## src/core/eep_pkg.sv

```systemverilog
package eep_pkg;
	localparam int CLK_MHZ      = 50;
	localparam int ADDR_W_DEF   = 6;
	localparam int WORD_W       = 16;
	localparam int OPC_W        = 2;
	localparam int PROG_TIME_US = 10;
	localparam int PROG_CYC_DEF = PROG_TIME_US * CLK_MHZ;
	localparam int SK_HALF_DEF  = 8;
	localparam logic [1:0] OPC_EXT   = 2'h0;
	localparam logic [1:0] OPC_WRITE = 2'h1;
	localparam logic [1:0] OPC_READ  = 2'h2;
	localparam logic [1:0] OPC_CLEAR = 2'h3;
	localparam logic [1:0] SUB_LOCK   = 2'h0;
	localparam logic [1:0] SUB_FILL   = 2'h1;
	localparam logic [1:0] SUB_UNLOCK = 2'h3;
	localparam int PIN_CS  = 0;
	localparam int PIN_SK  = 1;
	localparam int PIN_DI  = 2;
	localparam int PIN_GRD = 3;
	localparam int PIN_WAL = 4;
	localparam int PIN_N   = 5;
	typedef enum logic [3:0] {
		HOP_READ     = 4'h0,
		HOP_WRITE    = 4'h1,
		HOP_FILL     = 4'h2,
		HOP_LOCK     = 4'h3,
		HOP_UNLOCK   = 4'h4,
		HOP_G_READ   = 4'h5,
		HOP_G_UNLOCK = 4'h6,
		HOP_G_CLEAR  = 4'h7,
		HOP_G_LOAD   = 4'h8,
		HOP_G_FREEZE = 4'h9
	} eep_hop_t;
endpackage

```

## src/core/eep_link_if.sv

```systemverilog
`timescale 1ns/1ns
`default_nettype none
interface eep_link_if;
	logic chip_select;
	logic serial_clock_in;
	logic serial_data_in;
	logic guard_reg_access_pin;
	logic write_allow_pin;
	logic serial_data_out_drv;
	logic serial_data_out_oe;
	logic serial_data_out;
	// undriven data out reads as low, like a pulled-down line
	assign serial_data_out = serial_data_out_oe & serial_data_out_drv;
	modport device (
		input  chip_select,
		input  serial_clock_in,
		input  serial_data_in,
		input  guard_reg_access_pin,
		input  write_allow_pin,
		output serial_data_out_drv,
		output serial_data_out_oe
	);
	modport host (
		output chip_select,
		output serial_clock_in,
		output serial_data_in,
		output guard_reg_access_pin,
		output write_allow_pin,
		input  serial_data_out
	);
endinterface
`default_nettype wire

```

## src/core/eep_device.sv

```systemverilog
// Function
// - instruction is start bit, opcode, address, data
// - address is 6 or 8 bits
// - bits move after rising serial clock
// - only active while chip select high
// - read gives dummy zero then 16 bits
// - read continues through following words
// - write is opcode 01, address, 16 bits
// - select fall starts self-timed programming
// - data out rises when programming done
// - write unlock needed before any programming
// - writes to protected addresses are ignored
// - fill writes all words when unprotected
// - write lock blocks programming until unlock
// - guard read shifts out protect address
// - guard unlock must directly precede guard changes
// - guard clear unprotects every word
// - guard load stores protect boundary address
// - guard freeze works once, then locks until system reset
// - boundary address and above are protected
// - guard pin low forbids guard changes
// - write pin low makes array read-only
`timescale 1ns/1ns
`default_nettype none
module eep_device
	import eep_pkg::*;
#(
	parameter int AW          = ADDR_W_DEF,
	parameter int PROG_CYCLES = PROG_CYC_DEF
)(
	// clock and reset
	input  wire logic clk,
	input  wire logic sys_rst,
	input  wire logic clk_en,
	// link
	eep_link_if.device link,
	// status
	output var  logic prog_busy,
	output var  logic writes_unlocked,
	output var  logic guard_frozen
);
	localparam int WORDS = 1 << AW;
	localparam int IW    = OPC_W + AW;
	localparam int TW    = $clog2(PROG_CYCLES + 1);
	localparam logic [TW-1:0] T_LAST = TW'(PROG_CYCLES - 1);
	localparam logic [4:0] CNT_IW = 5'(IW);
	localparam logic [4:0] CNT_W  = 5'(WORD_W);
	localparam logic [4:0] CNT_AW = 5'(AW);

	typedef enum logic [2:0] {
		DS_IDLE  = 3'h0,
		DS_CMD   = 3'h1,
		DS_DATA  = 3'h2,
		DS_RD    = 3'h3,
		DS_ARMED = 3'h4,
		DS_PROG  = 3'h5
	} eep_dstate_t;

	typedef struct packed {
		logic [PIN_N-1:0]  s1;
		logic [PIN_N-1:0]  s2;
		logic [PIN_N-1:0]  s3;
		logic [PIN_N-1:0]  pin;
		eep_dstate_t       state;
		logic [4:0]        cnt;
		logic [IW-1:0]     sh;
		logic [1:0]        opc;
		logic              grd;
		logic [AW-1:0]     adr;
		logic [WORD_W-1:0] word;
		logic              seq;
		logic              go;
		logic [TW-1:0]     timer;
		logic              wr_en;
		logic              g_en;
		logic              g_set;
		logic [AW-1:0]     g_adr;
		logic              frozen;
		logic              do_bit;
		logic              do_oe;
	} eep_dev_st_t;

	eep_dev_st_t st_reg;
	eep_dev_st_t st_next;
	logic [WORD_W-1:0] mem [WORDS];
	logic              mem_we;
	logic              mem_fill;
	logic [PIN_N-1:0]  pins_raw;
	logic [IW-1:0]     inst;
	logic [AW-1:0]     dadr;
	logic              sk_rise;
	logic              cs_fall;
	logic              cs;
	logic              di;
	logic              free_adr;

	assign pins_raw = {link.write_allow_pin, link.guard_reg_access_pin, link.serial_data_in,
		link.serial_clock_in, link.chip_select};
	assign inst = {st_reg.sh[IW-2:0], di};
	assign dadr = inst[AW-1:0];
	// filtered levels move only where stages two and three agree
	assign cs      = st_reg.pin[PIN_CS];
	assign di      = st_reg.s3[PIN_DI];
	assign sk_rise = (st_reg.s2[PIN_SK] == st_reg.s3[PIN_SK]) & st_reg.s3[PIN_SK] & ~st_reg.pin[PIN_SK];
	assign cs_fall = (st_reg.s2[PIN_CS] == st_reg.s3[PIN_CS]) & ~st_reg.s3[PIN_CS] & cs;
	assign free_adr = ~st_reg.g_set | (st_reg.adr < st_reg.g_adr);

	always_comb
	begin
		st_next = st_reg;
		mem_we = 1'b0;
		mem_fill = 1'b0;
		st_next.s1 = pins_raw;
		st_next.s2 = st_reg.s1;
		st_next.s3 = st_reg.s2;
		for (int i = 0; i < PIN_N; i++)
		begin
			if (st_reg.s2[i] == st_reg.s3[i])
				st_next.pin[i] = st_reg.s3[i];
		end
		case (st_reg.state)
			DS_IDLE:
			begin
				st_next.do_bit = 1'b1;
				if (cs && sk_rise && di)
				begin
					st_next.state = DS_CMD;
					st_next.cnt = CNT_IW;
					st_next.sh = '0;
					st_next.do_bit = 1'b0;
				end
			end
			DS_CMD:
			begin
				if (sk_rise)
				begin
					st_next.sh = inst;
					st_next.cnt = st_reg.cnt - 5'h01;
					if (st_reg.cnt == 5'h01)
					begin
						st_next.opc = inst[IW-1:AW];
						st_next.adr = dadr;
						st_next.grd = st_reg.pin[PIN_GRD];
						st_next.g_en = 1'b0;
						st_next.state = DS_IDLE;
						st_next.do_bit = 1'b0;
						case (inst[IW-1:AW])
							OPC_READ:
							begin
								st_next.state = DS_RD;
								st_next.seq = ~st_reg.pin[PIN_GRD];
								st_next.cnt = st_reg.pin[PIN_GRD] ? CNT_AW : CNT_W;
								st_next.word = st_reg.pin[PIN_GRD] ? {st_reg.g_adr, {(WORD_W-AW){1'b0}}}
									: mem[dadr];
							end
							OPC_WRITE:
							begin
								st_next.state = st_reg.pin[PIN_GRD] ? DS_ARMED : DS_DATA;
								st_next.cnt = CNT_W;
								st_next.go = st_reg.g_en & st_reg.wr_en & ~st_reg.frozen;
							end
							OPC_CLEAR:
							begin
								if (st_reg.pin[PIN_GRD] && dadr == {AW{1'b1}})
								begin
									st_next.state = DS_ARMED;
									st_next.go = st_reg.g_en & st_reg.wr_en & ~st_reg.frozen;
								end
							end
							default:
							begin
								case (dadr[AW-1:AW-2])
									SUB_UNLOCK:
									begin
										if (st_reg.pin[PIN_WAL] && st_reg.pin[PIN_GRD])
											st_next.g_en = 1'b1;
										else if (st_reg.pin[PIN_WAL])
											st_next.wr_en = 1'b1;
									end
									SUB_FILL:
									begin
										if (!st_reg.pin[PIN_GRD])
										begin
											st_next.state = DS_DATA;
											st_next.cnt = CNT_W;
										end
									end
									SUB_LOCK:
									begin
										if (!st_reg.pin[PIN_GRD])
											st_next.wr_en = 1'b0;
										else if (dadr == '0)
										begin
											st_next.state = DS_ARMED;
											st_next.go = st_reg.g_en & st_reg.wr_en & ~st_reg.frozen;
										end
									end
									default:
									begin
										st_next.state = DS_IDLE;
									end
								endcase
							end
						endcase
					end
				end
			end
			DS_DATA:
			begin
				if (sk_rise)
				begin
					st_next.word = {st_reg.word[WORD_W-2:0], di};
					st_next.cnt = st_reg.cnt - 5'h01;
					if (st_reg.cnt == 5'h01)
					begin
						st_next.state = DS_ARMED;
						// fill needs a cleared guard, a single write an unprotected word
						st_next.go = st_reg.wr_en & st_reg.pin[PIN_WAL]
							& ((st_reg.opc == OPC_EXT) ? ~st_reg.g_set : free_adr);
					end
				end
			end
			DS_RD:
			begin
				if (sk_rise)
				begin
					if (st_reg.cnt != 5'h00)
					begin
						st_next.do_bit = st_reg.word[WORD_W-1];
						st_next.word = {st_reg.word[WORD_W-2:0], 1'b0};
						st_next.cnt = st_reg.cnt - 5'h01;
					end
					else if (st_reg.seq)
					begin
						st_next.adr = st_reg.adr + 1'b1;
						st_next.do_bit = mem[st_next.adr][WORD_W-1];
						st_next.word = {mem[st_next.adr][WORD_W-2:0], 1'b0};
						st_next.cnt = CNT_W - 5'h01;
					end
					else
						st_next.state = DS_IDLE;
				end
			end
			DS_ARMED:
			begin
				st_next.do_bit = 1'b0;
				if (cs_fall)
				begin
					st_next.state = st_reg.go ? DS_PROG : DS_IDLE;
					st_next.timer = T_LAST;
				end
			end
			DS_PROG:
			begin
				st_next.do_bit = 1'b0;
				st_next.timer = st_reg.timer - 1'b1;
				if (st_reg.timer == '0)
				begin
					st_next.state = DS_IDLE;
					st_next.do_bit = 1'b1;
					if (!st_reg.grd)
					begin
						mem_we = 1'b1;
						mem_fill = (st_reg.opc == OPC_EXT);
					end
					else if (st_reg.opc == OPC_EXT)
						st_next.frozen = 1'b1;
					else
					begin
						st_next.g_set = (st_reg.opc == OPC_WRITE);
						st_next.g_adr = (st_reg.opc == OPC_WRITE) ? st_reg.adr : {AW{1'b1}};
					end
				end
			end
			default:
			begin
				st_next.state = DS_IDLE;
			end
		endcase
		// a half-shifted instruction dies with chip select
		if (cs_fall && st_reg.state != DS_ARMED && st_reg.state != DS_PROG)
			st_next.state = DS_IDLE;
		st_next.do_oe = st_next.pin[PIN_CS];
	end

	always_ff @(posedge clk or posedge sys_rst)
	begin
		if (sys_rst)
		begin
			st_reg <= '0;
			st_reg.g_adr <= {AW{1'b1}};
		end
		else if (clk_en)
			st_reg <= st_next;
	end

	// array holds no reset: its contents stand for non-volatile cells
	always_ff @(posedge clk)
	begin
		if (clk_en && mem_we)
		begin
			for (int i = 0; i < WORDS; i++)
			begin
				if (mem_fill || st_reg.adr == AW'(i))
					mem[i] <= st_reg.word;
			end
		end
	end

	assign link.serial_data_out_drv = st_reg.do_bit;
	assign link.serial_data_out_oe  = st_reg.do_oe;
	assign prog_busy       = (st_reg.state == DS_PROG);
	assign writes_unlocked = st_reg.wr_en;
	assign guard_frozen    = st_reg.frozen;
endmodule
`default_nettype wire

```

## src/flat_wrapper.sv

```systemverilog
// flat-port wrapper written by rule: the top's interface ports become plain ports
module eep_device_flat import eep_pkg::*;
#(
	parameter int AW          = ADDR_W_DEF,
	parameter int PROG_CYCLES = PROG_CYC_DEF
)
  (clk, sys_rst, clk_en, prog_busy, writes_unlocked, guard_frozen, link_chip_select, link_serial_clock_in, link_serial_data_in, link_guard_reg_access_pin, link_write_allow_pin, link_serial_data_out_drv, link_serial_data_out_oe);
  eep_link_if link_i ();
  input  wire logic clk;
  input  wire logic sys_rst;
  input  wire logic clk_en;
  output var  logic prog_busy;
  output var  logic writes_unlocked;
  output var  logic guard_frozen;
  input wire logic [$bits(link_i.chip_select)-1:0] link_chip_select;
  input wire logic [$bits(link_i.serial_clock_in)-1:0] link_serial_clock_in;
  input wire logic [$bits(link_i.serial_data_in)-1:0] link_serial_data_in;
  input wire logic [$bits(link_i.guard_reg_access_pin)-1:0] link_guard_reg_access_pin;
  input wire logic [$bits(link_i.write_allow_pin)-1:0] link_write_allow_pin;
  output wire logic [$bits(link_i.serial_data_out_drv)-1:0] link_serial_data_out_drv;
  output wire logic [$bits(link_i.serial_data_out_oe)-1:0] link_serial_data_out_oe;
  assign link_i.chip_select = link_chip_select;
  assign link_i.serial_clock_in = link_serial_clock_in;
  assign link_i.serial_data_in = link_serial_data_in;
  assign link_i.guard_reg_access_pin = link_guard_reg_access_pin;
  assign link_i.write_allow_pin = link_write_allow_pin;
  assign link_serial_data_out_drv = link_i.serial_data_out_drv;
  assign link_serial_data_out_oe = link_i.serial_data_out_oe;
  eep_device #(.AW(AW), .PROG_CYCLES(PROG_CYCLES)) u_core (.clk(clk), .sys_rst(sys_rst), .clk_en(clk_en), .link(link_i), .prog_busy(prog_busy), .writes_unlocked(writes_unlocked), .guard_frozen(guard_frozen));
endmodule
```

## config.mk

```make
export PLATFORM = sky130hd
export DESIGN_NAME = eep_device_flat
export DESIGN_NICKNAME = d
export VERILOG_FILES = /design/src/core/eep_pkg.sv /design/src/core/eep_link_if.sv /design/src/core/eep_device.sv /design/src/flat_wrapper.sv
export SDC_FILE = /design/constraint.sdc
export NUM_CORES = 2
export LEC_CHECK = 0
export ABC_AREA = 1
export ABC_CLOCK_PERIOD_IN_PS = 3100
export BUFFER_PORTS_ARGS = -buffer_cell sky130_fd_sc_hd__buf_2
export CAP_MARGIN = 0
export CORE_UTILIZATION = 49
export CTS_CLUSTER_SIZE = 8
export DETAILED_ROUTE_END_ITERATION = 6
export SLEW_MARGIN = 30
export SYNTH_ARGS = -nofsm -noshare
export SYNTH_HDL_FRONTEND = slang
export SYNTH_SLANG_ARGS = --single-unit
export TNS_END_PERCENT = 20
```

## constraint.sdc

```tcl
create_clock -name clk -period 3.1 [get_ports clk]
set_input_delay 0.62 -clock clk [delete_from_list [all_inputs] [get_ports clk]]
set_output_delay 0.62 -clock clk [all_outputs]
set_load 0.01 [all_outputs]
```

==> qor.csv <==
metric;value;unit
status;finished with violations;
failed_checks;DRC;
viasPerCell;6.13;
netlist_instances;6160;
fin_crit_sh;0.987;
clockBufferDepth;3;
fin_nets;6183;
worst_slew_pin_slew;0.985;ns
die_area;116000;um2
clock-root-buffer;clkbuf_16;
fmax;0.327;GHz
antenna_found_initial;5;
io_pins;13;
avgSynthCellArea;9.15;um2
final_common_cell;nand2_1;
yosysSeqAreaShare;0.582;
maxCapViolations;0;
critPathMaxStageDelay;0.60;ns
relSlewSlack;0.343;
dp_cells;7511;
grt_first_pass_wirelength;290000;um
finalSetupViolCount;0;
cts_tree;done;
start_util;0.494;
syn_nets;6184;
grt_setup_unrepaired;no;
synth_warnings;0;
routed_wl;198000;um
worst_hold_path_type;primary input to register;
crit_path_end_kind;register;
power_density;934;nW/um2
area_growth;13.8;%
crit_buf_inv;4;
fp.dieW;341;um
die_height;341;um
drv_slew;0;
fin_util;0.562;
irDropWorstVdd;1050;uV
clock_latency;0.77;ns
grt_max_degree;149;
clk_pin_slew_worst_paths;0.06;ns
synth-edff-count;1024;
hpwl;120000;um
hold_violations;0;
instances_no_fill;7725;
crit_family;buffers and inverters;
rrSetupSlack;0.04;ns
finalPower;0.0599;W
cp.required;3.53;ns
layout_setup_ws;0.0401;ns
numCtsBuffers;156;
fill_cells;9968;
largest_reg_flops;1024;
fin_crit;3.06;ns
port_buffers;12;
drcViolationCount;1;
async_reset_ff_frac;0.0733;
path_class;register to register;
core_area;114000;um2
synth-seq-cells;1105;
wire_per_inst;25.6;um
slowest_stage;nor2_1;
leakage;24.6;nW
first_iter_violations;6434;
fin_setup_tns;0;ns
dpl_worst_slack;0.195;ns
skew;0.0339;ns
ys.flop_type;edfxtp_1;
grt_overflow;0;
worstPathCellList;inv_2 -> buf_4 -> ha_1 -> inv_1 -> nor2_1 -> nand2_1 -> a21oi_2 -> buf_12;
worst_setup_path_start_kind;register;
grt_use_total;0.337;
vias;47400;
row_count;124;
path_max_fanout;45;
ant_nets;0;
synth.cell_area;56400;um2
grt_pass1_vias;44300;
synth_cell_type_count;51;
cp.arrival;3.49;ns
drt-pass1-iter-count;7;
globalplace.congestion;0.978;
final_cell_mix;1233 x nand2_1, 1024 x edfxtp_1, 676 x a21oi_1, 672 x o21ai_0, 623 x inv_1;
h-tree-depth;4;
layout-drive-gt1-share;0.0953;
clock_sinks;1105;
[stage by stage]
step                      hold slack (ns)  cell area [um2]
after global routing               0.0614            64100
after global placement              0.455            59800
after detailed placement            0.461            59800
after CTS                          0.0340            64100
after floorplan                     0.442            56400
final                              0.0693            64100
[layer usage]
metal	wire (um)	global-route usage
met5	40	0
met4	8860	0.146
met3	21500	0.0647
met2	87400	0.512
met1	79900	0.470
[repair_timing]
action / 4_1_cts / 5_1_grt
hold buffers: 1 / 0
resized for setup: 0 / 0
hold endpoints to repair: 17 / 0
setup buffers: 0 / 0
[synth_stat cells (16+ instances only)]
cell type | instances | area (um2)
o21ai_1 | 67 | 335
clkbuf_1 | 178 | 668
nand2_1 | 1236 | 4640
o211ai_1 | 311 | 2330
buf_4 | 26 | 195
buf_1 | 49 | 184
a21oi_1 | 740 | 3700
o21ai_0 | 672 | 3360
nor2_1 | 263 | 987
edfxtp_1 | 1024 | 30700
dfrtp_1 | 75 | 1880
ha_1 | 16 | 200
inv_1 | 626 | 2350
nand3_1 | 575 | 2880
buf_2 | 188 | 941
[worst reg2reg max path, cell delays in order, from the launching register on]
cell	delay [ns]
dfrtp_4	0.53
inv_2	0.10
buf_4	0.53
ha_1	0.27
inv_1	0.08
nor2_1	0.60
nand2_1	0.16
a21oi_2	0.23
buf_12	0.21
[cell families (layout without fill, tap and decap cells)]
logic type               Yosys count  after routing  share of synthesized area
AND/OR/NAND/NOR                 2113           2113                      0.155
buffers and inverters           1088           1140                     0.0795
adder cells (fa/ha/maj)           16             16                    0.00355
XOR/XNOR                           5              5                    0.00104
other                              0              1                          0
flip-flops                      1105           1105                      0.582
AO/OA/AOI/OAI                   1832           1832                      0.179
multiplexers                       1              1                   0.000178
[cell type report]
class	count	area [um2]	share of cell area
clock buffer	203	4150	0.0648
clock inverter	8	92.6	0.00144
antenna	1	2.50	0.0000390
inverter	639	2430	0.0379
timing repair buffer	290	3330	0.0519
multi-input combinational	3967	19400	0.303
tap	1512	1890	0.0295
sequential	1105	32800	0.512
[path summary, 6_finish.rpt]
check | startpoint | end | cells after the start
max in group asynchronous | sys_rst | u_core.st_reg[7] | 4
worst max-delay path | u_core.st_reg[39] | u_core.mem[26][8] | 8
min in group asynchronous | sys_rst | u_core.st_reg[62] | 3
worst min-delay path | link_serial_clock_in | u_core.st_next[75] | 3
worst max register to register | u_core.st_reg[39] | u_core.mem[26][8] | 8
worst min register to register | u_core.st_next[71] | u_core.st_next[71] | 2
[report_power, final]
part	total, W	internal (W)	switching [W]
combinational	0.0247	0.00760	0.0171
sequential	0.0198	0.0183	0.00146
clock	0.0154	0.00920	0.00620
total	0.0599	0.0351	0.0248
No activity file was read; power rests on OpenSTA's default activity.
